--- src/core/dio_cfg.svh ---
// Offsets, field positions, reset values and timing counts of the digital I/O image block.
`ifndef DIO_CFG_SVH
`define DIO_CFG_SVH

// APB register byte offsets.
`define DIO_OFS_CTRL      8'h00
`define DIO_OFS_OUT_IMAGE 8'h04
`define DIO_OFS_IN_STATUS 8'h08
`define DIO_OFS_IN_DATA   8'h0C
`define DIO_OFS_CFG       8'h10
`define DIO_OFS_WDOG      8'h14
`define DIO_OFS_IRQ_STAT  8'h18
`define DIO_OFS_IRQ_MASK  8'h1C
`define DIO_OFS_STATE     8'h20
`define DIO_OFS_USED      8'h24

// Status word bit positions.
`define DIO_ST_SHORT      0
`define DIO_ST_OVERLOAD   1
`define DIO_ST_SENSOR     4
`define DIO_ST_UNDERVOLT  5

// Configuration register field positions.
`define DIO_CFG_MODE_LSB  0
`define DIO_CFG_MODE_MSB  7
`define DIO_CFG_PAT_LSB   8
`define DIO_CFG_PAT_MSB   23

// Highest legal substitute behaviour code.
`define DIO_MODE_MAX      8'h03

// Interrupt event bit positions.
`define DIO_EV_SHORT      0
`define DIO_EV_OVERLOAD   1
`define DIO_EV_SENSOR     2
`define DIO_EV_UNDERVOLT  3
`define DIO_EV_TIMEOUT    4
`define DIO_EV_CONN_RDY   5
`define DIO_EV_CYC_RDY    6
`define DIO_EV_NUM        7

// Reset values.
`define DIO_RST_PATTERN   16'h0000
`define DIO_RST_IMAGE     16'h0000
`define DIO_RST_WDOG      32'h000F4240
`define DIO_RST_IRQ_MASK  7'h00

// Timing: clock rate and start-up times.
`define DIO_CLK_KHZ       100000
`define DIO_CONN_READY_MS 350
`define DIO_CYC_READY_MS  500

`endif

--- src/core/dio_pkg.sv ---
// Types shared by the digital I/O image block.
package dio_pkg;

  // Substitute behaviour, encoded 0 to 3 in declaration order.
  typedef enum logic [1:0] {
    SUBST_ZERO,
    SUBST_ONE,
    SUBST_HOLD,
    SUBST_PATTERN
  } dio_subst_e;

  // Connection kind opened by the scanner.
  typedef enum logic [1:0] {
    CONN_NONE,
    CONN_OWNER,
    CONN_INONLY,
    CONN_LISTEN
  } dio_conn_e;

  // Start-up progress after power is applied.
  typedef enum logic [1:0] {
    PWR_BOOT,
    PWR_CONN,
    PWR_RUN
  } dio_pwr_e;

  typedef logic [15:0] dio_image_t;

endpackage : dio_pkg

--- src/core/dio_subst_if.sv ---
// Interface between the image core and the substitute value selector.
`timescale 1ns/1ps
interface dio_subst_if;
  import dio_pkg::*;
  logic               valid;
  dio_subst_e         mode;
  dio_image_t         image;
  dio_image_t         pattern;
  dio_image_t         result;

  modport ctl (output valid, output mode, output image, output pattern, input result);
  modport sel (input valid, input mode, input image, input pattern, output result);
endinterface : dio_subst_if

--- src/core/dio_image_top.sv ---
// Process image core of the sixteen channel digital I/O module with its APB slave.
`timescale 1ns/1ps
`include "dio_cfg.svh"

// What this block does
// - Two-byte output image drives channels 1-16
// - Even bit pin 4, odd bit pin 2
// - Six-byte input image: status, then channels
// - Status bits: short, overload, sensor, undervoltage
// - Behaviour code selects zero, one, hold, pattern
// - Sixteen-bit substitute pattern, used in mode 3
// - Direction follows use of the output image
// - Output channel state echoed into input image
// - Connection ready 350 ms, cyclic 500 ms
// - Owner exchanges outputs; other kinds none
module dio_image_top #(
  parameter int unsigned CONN_READY_CYC = `DIO_CONN_READY_MS * `DIO_CLK_KHZ,
  parameter int unsigned CYC_READY_CYC  = `DIO_CYC_READY_MS * `DIO_CLK_KHZ
) (
  // Clock and reset.
  input  wire logic               core_clk,
  input  wire logic               rstn,
  // APB slave.
  input  wire logic               psel,
  input  wire logic               penable,
  input  wire logic               pwrite,
  input  wire logic [7:0]         paddr,
  input  wire logic [31:0]        pwdata,
  output logic      [31:0]        prdata,
  output logic                    pready,
  output logic                    pslverr,
  // Connector pins, index n is connector n+1.
  input  wire logic [7:0]         pin4In,
  input  wire logic [7:0]         pin2In,
  output logic      [7:0]         pin4Out,
  output logic      [7:0]         pin2Out,
  output logic      [7:0]         pin4Oe,
  output logic      [7:0]         pin2Oe,
  // Supply and output fault sense.
  input  wire logic               faultShort,
  input  wire logic               faultOverload,
  input  wire logic               faultSensor,
  input  wire logic               faultUndervolt,
  // Status and interrupt.
  output logic                    connReady,
  output logic                    cyclicReady,
  output logic                    irq
);
  import dio_pkg::*;

  //////////////////////////////////////////////////////////////////////////////////////
  // State.

  logic                  pready_r,      pready_nxt;
  logic [31:0]           prdata_r,      prdata_nxt;
  logic                  pslverr_r,     pslverr_nxt;
  dio_conn_e             connType_r,    connType_nxt;
  dio_image_t            outImage_r,    outImage_nxt;
  dio_image_t            usedMask_r,    usedMask_nxt;
  dio_subst_e            cfgMode_r,     cfgMode_nxt;
  dio_image_t            cfgPattern_r,  cfgPattern_nxt;
  logic [31:0]           wdogLimit_r,   wdogLimit_nxt;
  logic [31:0]           wdogCnt_r,     wdogCnt_nxt;
  logic                  outValid_r,    outValid_nxt;
  logic [`DIO_EV_NUM-1:0] irqStat_r,    irqStat_nxt;
  logic [`DIO_EV_NUM-1:0] irqMask_r,    irqMask_nxt;
  logic                  irq_r,         irq_nxt;
  logic [3:0]            faultPrev_r,   faultPrev_nxt;
  dio_pwr_e              pwrState_r,    pwrState_nxt;
  logic [31:0]           pwrCnt_r,      pwrCnt_nxt;
  dio_image_t            drive_r,       drive_nxt;
  dio_image_t            oe_r,          oe_nxt;
  dio_image_t            inImage_r,     inImage_nxt;
  logic [31:0]           status_r,      status_nxt;

  logic                  setupPh;
  logic                  accessWr;
  logic                  ownerOpen;
  logic                  outAccept;
  logic [3:0]            faultNow;
  logic [`DIO_EV_NUM-1:0] events;
  dio_image_t            chanIn;

  dio_subst_if           subBus ();

  //////////////////////////////////////////////////////////////////////////////////////
  // Pin to channel mapping.

  for (genvar c = 0; c < 8; c++) begin : g_conn
    assign chanIn[2*c]   = pin4In[c];
    assign chanIn[2*c+1] = pin2In[c];
    assign pin4Out[c]    = drive_r[2*c];
    assign pin2Out[c]    = drive_r[2*c+1];
    assign pin4Oe[c]     = oe_r[2*c];
    assign pin2Oe[c]     = oe_r[2*c+1];
  end

  //////////////////////////////////////////////////////////////////////////////////////
  // Bus decode helpers.

  // A write lands only at the access edge, when pready is seen high.
  assign setupPh   = psel & ~penable;
  assign accessWr  = psel & penable & pready_r & pwrite;
  assign ownerOpen = (connType_r == CONN_OWNER);
  assign outAccept = accessWr & (paddr == `DIO_OFS_OUT_IMAGE) & ownerOpen & cyclicReady;
  assign faultNow  = {faultUndervolt, faultSensor, faultOverload, faultShort};

  //////////////////////////////////////////////////////////////////////////////////////
  // Substitute selection.

  assign subBus.valid   = outValid_r;
  assign subBus.mode    = cfgMode_r;
  assign subBus.image   = outImage_r;
  assign subBus.pattern = cfgPattern_r;

  dio_subst_sel u_subst (
    .sub (subBus.sel)
  );

  //////////////////////////////////////////////////////////////////////////////////////
  // Start-up timing.

  always_comb begin
    pwrState_nxt = pwrState_r;
    pwrCnt_nxt   = pwrCnt_r;
    unique case (pwrState_r)
      PWR_BOOT: begin
        pwrCnt_nxt = pwrCnt_r + 32'h00000001;
        if (pwrCnt_r >= CONN_READY_CYC - 1) begin
          pwrState_nxt = PWR_CONN;
        end
      end
      PWR_CONN: begin
        pwrCnt_nxt = pwrCnt_r + 32'h00000001;
        if (pwrCnt_r >= CYC_READY_CYC - 1) begin
          pwrState_nxt = PWR_RUN;
        end
      end
      PWR_RUN: begin
        pwrCnt_nxt = pwrCnt_r;
      end
      default: begin
        pwrState_nxt = PWR_BOOT;
        pwrCnt_nxt   = 32'h00000000;
      end
    endcase
  end

  // Start-up registers.
  always_ff @(posedge core_clk) begin
    if (!rstn) begin
      pwrState_r <= PWR_BOOT;
      pwrCnt_r   <= 32'h00000000;
    end else begin
      pwrState_r <= pwrState_nxt;
      pwrCnt_r   <= pwrCnt_nxt;
    end
  end

  //////////////////////////////////////////////////////////////////////////////////////
  // Connection, image, watchdog and channel drive.

  always_comb begin
    connType_nxt   = connType_r;
    outImage_nxt   = outImage_r;
    usedMask_nxt   = usedMask_r;
    cfgMode_nxt    = cfgMode_r;
    cfgPattern_nxt = cfgPattern_r;
    wdogLimit_nxt  = wdogLimit_r;
    wdogCnt_nxt    = wdogCnt_r;
    outValid_nxt   = outValid_r;

    // Connections may be opened only once the device is ready for them.
    if (accessWr && paddr == `DIO_OFS_CTRL && pwrState_r != PWR_BOOT) begin
      connType_nxt = dio_conn_e'(pwdata[1:0]);
    end
    // Listen-only connections carry no configuration image.
    if (accessWr && paddr == `DIO_OFS_CFG && connType_r != CONN_LISTEN) begin
      if (pwdata[`DIO_CFG_MODE_MSB:`DIO_CFG_MODE_LSB] <= `DIO_MODE_MAX) begin
        cfgMode_nxt = dio_subst_e'(pwdata[1:0]);
      end
      cfgPattern_nxt = pwdata[`DIO_CFG_PAT_MSB:`DIO_CFG_PAT_LSB];
    end
    if (accessWr && paddr == `DIO_OFS_WDOG) begin
      wdogLimit_nxt = pwdata;
    end

    if (outAccept) begin
      outImage_nxt = pwdata[15:0];
      usedMask_nxt = usedMask_r | pwdata[15:0];
      wdogCnt_nxt  = 32'h00000000;
      outValid_nxt = 1'b1;
    end else if (outValid_r) begin
      wdogCnt_nxt = wdogCnt_r + 32'h00000001;
      // A limit of zero disables the watchdog.
      if (wdogLimit_r != 32'h00000000 && wdogCnt_r >= wdogLimit_r - 32'h00000001) begin
        outValid_nxt = 1'b0;
      end
    end

    // Closing the owner connection releases every output channel.
    if (connType_nxt != CONN_OWNER) begin
      outValid_nxt = 1'b0;
      usedMask_nxt = 16'h0000;
    end
  end

  // Channel drive, status word and echoed input image.
  always_comb begin
    drive_nxt  = subBus.result & usedMask_r;
    oe_nxt     = usedMask_r;
    status_nxt = 32'h00000000;
    status_nxt[`DIO_ST_SHORT]     = faultShort;
    status_nxt[`DIO_ST_OVERLOAD]  = faultOverload;
    status_nxt[`DIO_ST_SENSOR]    = faultSensor;
    status_nxt[`DIO_ST_UNDERVOLT] = faultUndervolt;
    inImage_nxt = (drive_r & oe_r) | (chanIn & ~oe_r);
  end

  // Image registers. Pins are driven only for used channels, so an
  // input channel is never fought by the module.
  always_ff @(posedge core_clk) begin
    if (!rstn) begin
      connType_r   <= CONN_NONE;
      outImage_r   <= `DIO_RST_IMAGE;
      usedMask_r   <= 16'h0000;
      cfgMode_r    <= SUBST_ZERO;
      cfgPattern_r <= `DIO_RST_PATTERN;
      wdogLimit_r  <= `DIO_RST_WDOG;
      wdogCnt_r    <= 32'h00000000;
      outValid_r   <= 1'b0;
      drive_r      <= 16'h0000;
      oe_r         <= 16'h0000;
      status_r     <= 32'h00000000;
      inImage_r    <= 16'h0000;
    end else begin
      connType_r   <= connType_nxt;
      outImage_r   <= outImage_nxt;
      usedMask_r   <= usedMask_nxt;
      cfgMode_r    <= cfgMode_nxt;
      cfgPattern_r <= cfgPattern_nxt;
      wdogLimit_r  <= wdogLimit_nxt;
      wdogCnt_r    <= wdogCnt_nxt;
      outValid_r   <= outValid_nxt;
      drive_r      <= drive_nxt;
      oe_r         <= oe_nxt;
      status_r     <= status_nxt;
      inImage_r    <= inImage_nxt;
    end
  end

  //////////////////////////////////////////////////////////////////////////////////////
  // Interrupts.

  always_comb begin
    events                         = '0;
    events[`DIO_EV_SHORT]          = faultShort & ~faultPrev_r[0];
    events[`DIO_EV_OVERLOAD]       = faultOverload & ~faultPrev_r[1];
    events[`DIO_EV_SENSOR]         = faultSensor & ~faultPrev_r[2];
    events[`DIO_EV_UNDERVOLT]      = faultUndervolt & ~faultPrev_r[3];
    // Closing the owner connection is not a timeout, so it raises no event.
    events[`DIO_EV_TIMEOUT]        = outValid_r & ~outValid_nxt & (connType_nxt == CONN_OWNER);
    events[`DIO_EV_CONN_RDY]       = (pwrState_r == PWR_BOOT) & (pwrState_nxt == PWR_CONN);
    events[`DIO_EV_CYC_RDY]        = (pwrState_r == PWR_CONN) & (pwrState_nxt == PWR_RUN);
    faultPrev_nxt                  = faultNow;
    irqMask_nxt                    = irqMask_r;
    irqStat_nxt                    = irqStat_r;
    if (accessWr && paddr == `DIO_OFS_IRQ_MASK) begin
      irqMask_nxt = pwdata[`DIO_EV_NUM-1:0];
    end
    if (accessWr && paddr == `DIO_OFS_IRQ_STAT) begin
      irqStat_nxt = irqStat_r & ~pwdata[`DIO_EV_NUM-1:0];
    end
    // A new event wins over a clear in the same cycle.
    irqStat_nxt = irqStat_nxt | events;
    irq_nxt     = |(irqStat_nxt & irqMask_nxt);
  end

  // Interrupt registers.
  always_ff @(posedge core_clk) begin
    if (!rstn) begin
      irqStat_r   <= '0;
      irqMask_r   <= `DIO_RST_IRQ_MASK;
      irq_r       <= 1'b0;
      faultPrev_r <= 4'h0;
    end else begin
      irqStat_r   <= irqStat_nxt;
      irqMask_r   <= irqMask_nxt;
      irq_r       <= irq_nxt;
      faultPrev_r <= faultPrev_nxt;
    end
  end

  //////////////////////////////////////////////////////////////////////////////////////
  // APB read path; read data is captured in the setup cycle.

  always_comb begin
    pready_nxt  = setupPh;
    prdata_nxt  = prdata_r;
    pslverr_nxt = 1'b0;
    if (setupPh) begin
      prdata_nxt = 32'h00000000;
      unique case (paddr)
        `DIO_OFS_CTRL:      prdata_nxt[1:0] = connType_r;
        `DIO_OFS_OUT_IMAGE: prdata_nxt[15:0] = outImage_r;
        `DIO_OFS_IN_STATUS: prdata_nxt = status_r;
        `DIO_OFS_IN_DATA:   prdata_nxt[15:0] = inImage_r;
        `DIO_OFS_CFG: begin
          prdata_nxt[1:0] = cfgMode_r;
          prdata_nxt[`DIO_CFG_PAT_MSB:`DIO_CFG_PAT_LSB] = cfgPattern_r;
        end
        `DIO_OFS_WDOG:      prdata_nxt = wdogLimit_r;
        `DIO_OFS_IRQ_STAT:  prdata_nxt[`DIO_EV_NUM-1:0] = irqStat_r;
        `DIO_OFS_IRQ_MASK:  prdata_nxt[`DIO_EV_NUM-1:0] = irqMask_r;
        `DIO_OFS_STATE:     prdata_nxt[2:0] = {outValid_r, cyclicReady, connReady};
        `DIO_OFS_USED:      prdata_nxt[15:0] = usedMask_r;
        default:            pslverr_nxt = 1'b1;
      endcase
    end
  end

  // Bus registers and ready flags.
  always_ff @(posedge core_clk) begin
    if (!rstn) begin
      pready_r    <= 1'b0;
      prdata_r    <= 32'h00000000;
      pslverr_r   <= 1'b0;
      connReady   <= 1'b0;
      cyclicReady <= 1'b0;
    end else begin
      pready_r    <= pready_nxt;
      prdata_r    <= prdata_nxt;
      pslverr_r   <= pslverr_nxt;
      connReady   <= (pwrState_nxt != PWR_BOOT);
      cyclicReady <= (pwrState_nxt == PWR_RUN);
    end
  end

  assign prdata  = prdata_r;
  assign pready  = pready_r;
  assign pslverr = pslverr_r;
  assign irq     = irq_r;

endmodule : dio_image_top

--- src/core/dio_subst_sel.sv ---
// Selects the output image or its substitute value.
`timescale 1ns/1ps
module dio_subst_sel (
  // Selection request and answer.
  dio_subst_if.sel sub
);
  import dio_pkg::*;

  // Valid data passes through; otherwise the configured behaviour applies.
  always_comb begin
    sub.result = sub.image;
    if (!sub.valid) begin
      unique case (sub.mode)
        SUBST_ZERO:    sub.result = 16'h0000;
        SUBST_ONE:     sub.result = 16'hFFFF;
        SUBST_HOLD:    sub.result = sub.image;
        SUBST_PATTERN: sub.result = sub.pattern;
      endcase
    end
  end

endmodule : dio_subst_sel

--- config.mk ---
export PLATFORM = sky130hd
export DESIGN_NAME = dio_image_top
export DESIGN_NICKNAME = d
export VERILOG_FILES = /design/src/core/dio_pkg.sv /design/src/core/dio_subst_if.sv /design/src/core/dio_image_top.sv /design/src/core/dio_subst_sel.sv
export VERILOG_INCLUDE_DIRS = /design/src /design/src/core
export SDC_FILE = /design/constraint.sdc
export NUM_CORES = 1
export LEC_CHECK = 0
export BUFFER_PORTS_ARGS = -buffer_cell sky130_fd_sc_hd__buf_4
export CORE_MARGIN = 3
export CORE_UTILIZATION = 38
export DETAILED_ROUTE_END_ITERATION = 12
export GPL_TIMING_DRIVEN = 1
export PLACE_DENSITY_LB_ADDON = 0.05
export SYNTH_ARGS = -nofsm -noshare
export SYNTH_HDL_FRONTEND = slang
export SYNTH_HIERARCHICAL = 1
export SYNTH_SLANG_ARGS = --single-unit
--- constraint.sdc ---
create_clock -name core_clk -period 7.6 [get_ports core_clk]
set_input_delay 1.14 -clock core_clk [delete_from_list [all_inputs] [get_ports core_clk]]
set_output_delay 1.14 -clock core_clk [all_outputs]
set_load 0.03 [all_outputs]
After elaboration in Yosys (flattened, before gate mapping)
Cells that the tools add are included.
{"block": "totals", "out_inout_bits": 69, "input_bits": 65, "ff_bits": 282, "wordCells": 124}
{"block": "classes", "bitwise": 32, "mux": 21, "n_reduce_logical": 21, "order_cmp": 4, "n_addsub": 3, "n_eq_ne": 20}
{"cell": "$add A32 B1 Y32 const B", "count": 2}
{"cell": "$ge A32 B26 Y1 const B", "count": 2}
{"cell": "$pmux W16 S4", "count": 1}
{"cell": "$pmux W32 S2", "count": 1}
{"cell": "$and A16 B16 Y16", "count": 3}
{"cell": "$pmux W8 S6", "count": 1}
{"cell": "$eq A8 B5 Y1 const B", "count": 4}
{"cell": "$ge A32 B32 Y1", "count": 1}
{"cell": "$or A16 B16 Y16", "count": 2}
{"cell": "$reduce_bool A32 Y1", "count": 1}
{"cell": "$sub A32 B1 Y32 const B", "count": 1}
{"cell": "$pmux W4 S7", "count": 1}
{"cell": "$pmux W8 S3", "count": 1}
{"cell": "$pmux W2 S10", "count": 1}
{"cell": "$eq A8 B4 Y1 const B", "count": 2}
{"cell": "$eq A8 B6 Y1 const B", "count": 2}
{"cell": "$mux W16", "count": 1}
{"cell": "$not A16 Y16", "count": 1}
{"cell": "$pmux W8 S2", "count": 1}
{"cell": "$and A1 B1 Y1", "count": 15}
{"cell": "$and A7 B7 Y7", "count": 2}
{"cell": "$mux W7", "count": 2}
{"cell": "$eq A2 B1 Y1 const B", "count": 5}
{"cell": "$reduce_or A10 Y1", "count": 1}
{"cell": "20 further kinds", "count": 47}

Longest topological paths before layout
{"block": "depth", "ltp_word": 14, "mapped_depth": 14, "depth_no_buf": 14}

Modules after synthesis
Netlist, hierarchy kept.
{"module": "dio_image_top", "instances": 1, "cells_each": 1332, "area_each_um2": 11700.0, "seq_area_each_um2": 5084.9}
{"module": "dio_subst_sel", "instances": 1, "cells_each": 39, "area_each_um2": 367.9, "seq_area_each_um2": 0.0}

Worst setup path before layout
Ideal clock, no wire load.
{"block": "synth_timing", "path_type": "reg2reg", "start": "reg wdogLimit_r[2]", "end": "reg irq_r, in the netlist irq", "synth_period_minus_slack_ns": 2.954, "path_buffers": 1, "required_time_ns": 7.521, "setup_ns": 0.079, "arrival_ns": 2.875, "stages_incl_launch_ff": 15, "path_slack_ns": 4.646, "cell_sequence": "dfxtp_1 -> buf_6 -> nor4_4 -> nand4_2 -> nor3_2 -> nand2_1 -> nor3b_1 -> xnor2_1 -> ha_1 -> nand4_1 -> nor4_1 -> o41ai_2 -> a31oi_1 -> o21bai_1 -> o211ai_1"}
{"block": "synth_via", "elab_chain_cells": 13, "elab_cells_between_ends": 14, "classes_between": "add/sub: 1; order compare: 1; mux: 4; bitwise: 5; reduce/logical: 3"}
{"element": "start, declared", "line_no": "dio_image_top.sv:62", "source": "logic [31:0] wdogLimit_r, wdogLimit_nxt;"}
{"element": "start signal, assigned", "line_no": "dio_image_top.sv:229", "source": "wdogLimit_r <= `DIO_RST_WDOG;"}
{"element": "start signal, assigned", "line_no": "dio_image_top.sv:242", "source": "wdogLimit_r <= wdogLimit_nxt;"}
{"element": "$sub A32 B1 Y32", "line_no": "dio_image_top.sv:196", "source": "if (wdogLimit_r != 32'h00000000 && wdogCnt_r >= wdogLimit_r - 32'h00000001) begin"}
{"element": "$ge A32 B32 Y1", "line_no": "dio_image_top.sv:196"}
{"element": "$logic_and A1 B1 Y1 (*)", "line_no": "dio_image_top.sv:196"}
{"element": "$mux W1 (*)", "line_no": "dio_image_top.sv:196"}
{"element": "$mux W1 (*)", "line_no": "dio_image_top.sv:193", "source": "end else if (outValid_r) begin"}
{"element": "$mux W1 (*)", "line_no": "dio_image_top.sv:188", "source": "if (outAccept) begin"}
{"element": "$mux W1 (*)", "line_no": "dio_image_top.sv:202", "source": "if (connType_nxt != CONN_OWNER) begin"}
{"element": "$not A1 Y1 (*)", "line_no": "dio_image_top.sv:262", "source": "events[`DIO_EV_TIMEOUT] = outValid_r & ~outValid_nxt & (connType_nxt == CONN_OWNER);"}
{"element": "$and A1 B1 Y1 (*) (2 in a row)", "line_no": "dio_image_top.sv:262"}
{"element": "$or A7 B7 Y7 (*)", "line_no": "dio_image_top.sv:275", "source": "irqStat_nxt = irqStat_nxt | events;"}
{"element": "$and A7 B7 Y7 (*)", "line_no": "dio_image_top.sv:276", "source": "irq_nxt = |(irqStat_nxt & irqMask_nxt);"}
{"element": "$reduce_or A7 Y1 (*)", "line_no": "dio_image_top.sv:276"}
{"element": "end signal, assigned", "line_no": "dio_image_top.sv:289", "source": "irq_r <= irq_nxt;"}
{"element": "end, declared", "line_no": "dio_image_top.sv:67", "source": "logic irq_r, irq_nxt;"}
Mark *: on every way between the ends. The rest lies on a longest branch, timed or not.
A chain may end at the register's enable or synchronous reset.

Final worst setup path
{"block": "layout_timing", "start": "in paddr[2]", "end": "reg wdogLimit_r[31]"}
{"block": "layout_via", "elab_chain_cells": 2}
{"element": "start, declared", "line_no": "dio_image_top.sv:27", "source": "input wire logic [7:0] paddr,"}
{"element": "$eq A8 B5 Y1"}
{"element": "$logic_and A1 B1 Y1 (no source line)"}
Every way passes these cells.

==> impl_metrics.toml <==
[setup_path]
start_kind = "input pin"
cp-end-kind = "flip-flop"
crit_path_frequent_cell = "nand2_1"
crit_chain = "buf_4 -> nor4b_2 -> and3_1 -> nand2_1 -> nand2_1 -> a21oi_1"
cp_top_family = "simple AND/OR/NAND/NOR gates"
cpMaxStageDelayCell = "nand2_1"
rrSetupSlack_ps = 3950
critPathArrivalTime_ps = 4170
path_class = "in2reg"
required_ps = 8000
slowest_delay_ps = 950
critPathBufInv = 1
cp_max_fo = 32

[yosys]
ys_types = 79
synth_compound_area_share_pct = 13.78
synth_xor_xnor_area_share_pct = 4.427
synth_fa_ha_area_share_pct = 3.733
postSynthCellCount = 1371
async_reset_ff_share_pct = 0
syn_nets = 1472
muxShareOfSynthArea_pct = 6.812
netlist_area_sq_um = 12070
yosys.area_share.simple_pct = 25.47
synth.avg_cell_area_sq_um = 8.802
seq_area_frac_synth_pct = 42.14
synth-seq-cells = 254
yosys_warnings = 6
synth_top_family_by_area = "simple AND/OR/NAND/NOR gates"
synth_edf_count = 0
synth_flop_cell = "dfxtp_1"

[layout]
area_delta_synth_final_pct = 17.97
nFillCells = 3020
nets = 1562
drive_gt1_share_pct = 16.67
final_common_cell = "dfxtp_1"
fin_util_pct = 46.06
final_cell_mix = "dfxtp_1, nand2_1, nor2_1"
antennaDiodeCount = 0
layout.cells.non_filler = 1878

[timing]
grt_setup_unrepaired = "no"
tns_ps = 0
tightest_slew_ps = 1164
relSlewSlack_pct = 22.19
period_share_pct = 49.57
fmax_mhz = 265.4
hold_viol = 0
fin_hold_ws_ps = 457.7
setup_ws_ps = 3832
layout_min_cycle_time_ps = 3768
fin_skew_ps = 10.20
finalSetupViolations = 0
maxSlewViolCount = 0

[global_route]
overflow = 0
grt_pass1_vias = 9737
grt.total_usage_pct = 21.07
antenna_found_initial = 0
grt_pass1_wl_microns = 57040
grt_max_degree = 81

[placed_design]
dpl.cell_count = 1826
io_buffers = 133
dp_hpwl_microns = 25630
preCtsSetupSlack_ps = 3243
gp_congestion = 0.8524

[floorplanning]
core_sq_um = 30910
fp.dieArea_sq_um = 33930
die_y_microns = 184.2
start_util_pct = 39.04
die_x_microns = 184.2
ios = 134
rows = 64

[run]
max-cap-violations = 0

[power]
power_density_nw_per_um2 = 208.1
p_sw_mw = 0.6762
comb_power_share_pct = 4.6
p_leak_nw = 5.588
ir_drop_mv = 0.1627
intPower_mw = 2.286
pwr-share-seq_pct = 45.8
p_sw_share_pct = 22.83
power_frac_clock_pct = 49.6

[cts]
cts_root_buf = "clkbuf_16"
cts.clk_slew.worst_paths_ps = 60
cts_setup_buffers = 0
clock_path_buffers = 3
cts_made_buffers = 29
cts_hold_buf = 0
cts_sinks = 254
htree_levels = 1
cts_resized = 0
clk_latency_ps = 560
tritoncts = "done"

[status]
status = "finished clean"

[detailed_routing]
drc = 0
wl_per_cell_microns = 19.43
via_per_inst = 5.448
ant_nets = 0
wl_microns = 36490
firstDrtPassIters = 9
drtIter0Drc = 733
vias = 10230

[worst_hold_path]
min_path_type = "reg2reg"
==> cells in the mapped netlist (23+ instances only) <==
master    number  area, sq um
dfxtp_1      254         5085
nand2_1      171        641.9
nor2_1       148        555.5
a21oi_1      117        585.6
mux2i_1       54        540.5
o21ai_0       54        270.3
clkbuf_1      50        187.7
nand3_1       50        250.2
xnor2_1       38        332.8
and3_1        37        231.5
ha_1          36        450.4
and2_1        30        187.7
nor3_1        30        150.1
xor2_1        23        201.4
==> cells by family (layout without fill, tap and decap cells) <==
family | after synthesis | count (layout)
AOI/OAI and AO/OA | 258 | 258
adders and majority gates | 36 | 36
muxes | 78 | 78
and+or+nand+nor | 590 | 590
xor gates and xnor gates | 61 | 61
DFF | 254 | 254
buffers and inverters | 94 | 205
==> area by class of cell <==
class                           count  area (sq um)  share of cell area (%)
Inverter                           14         55.05                  0.3867
Clock buffer                       41         860.8                   6.047
Multi-Input combinational cell   1023          6546                   45.98
Timing Repair Buffer              139          1044                   7.330
Tap cell                          396         495.5                   3.480
Sequential cell                   254          5085                   35.72
Clock inverter                     11         150.1                   1.055
==> worst paths after layout <==
| check | start | end | cells after the start |
|---|---|---|---|
| hold / removal | prdata[26] | prdata[26] | 2 |
| hold reg to reg | prdata[26] | prdata[26] | 2 |
| setup reg to reg | wdogLimit_r[2] | irq | 13 |
| setup / recovery | paddr[2] | wdogLimit_r[31] | 6 |
==> flip-flops by register name, indices dropped and copies added (netlist names), 32 cells and up <==
signal and cells:
prdata 32, pwrCnt_r 32, wdogCnt_r 32, wdogLimit_r 32
==> power by group through the flow <==
stage          sequential (mW)  combinational, mW  clock, mW
2_1_floorplan             1.39             0.0555          0
3_3_place_gp              1.39              0.137          0
3_5_place_dp              1.39              0.138          0
4_1_cts                   1.36              0.138       1.50
5_1_grt                   1.36              0.148       1.55
6_report                  1.36              0.136       1.47
==> worst reg2reg max path, delay by kind of cell (launching register included) <==
kind | cells | cell delay [ps]
adder cells (fa/ha/maj) | 1 | 300
AO/OA/AOI/OAI | 4 | 780
XOR/XNOR | 1 | 100
flip-flops | 1 | 410
AND/OR/NAND/NOR | 7 | 1930
==> routing by layer <==
layer	GRT usage (%)	wire (microns)	vias to the layer above
met2	33.23	16440	256
met5	0	0	-
met3	2.506	1767	48
li1	-	-	5088
met4	4.808	751	0
met1	30.92	17530	4839
==> through the flow <==
stage                     area [sq um]  total power, mW
final                            14240            2.962
after global routing             14240            3.060
after CTS                        14240            2.994
after detailed placement         13230            1.523
after global placement           13230            1.523
after floorplan                  12070            1.450
Power figures use the tool's default switching activity.
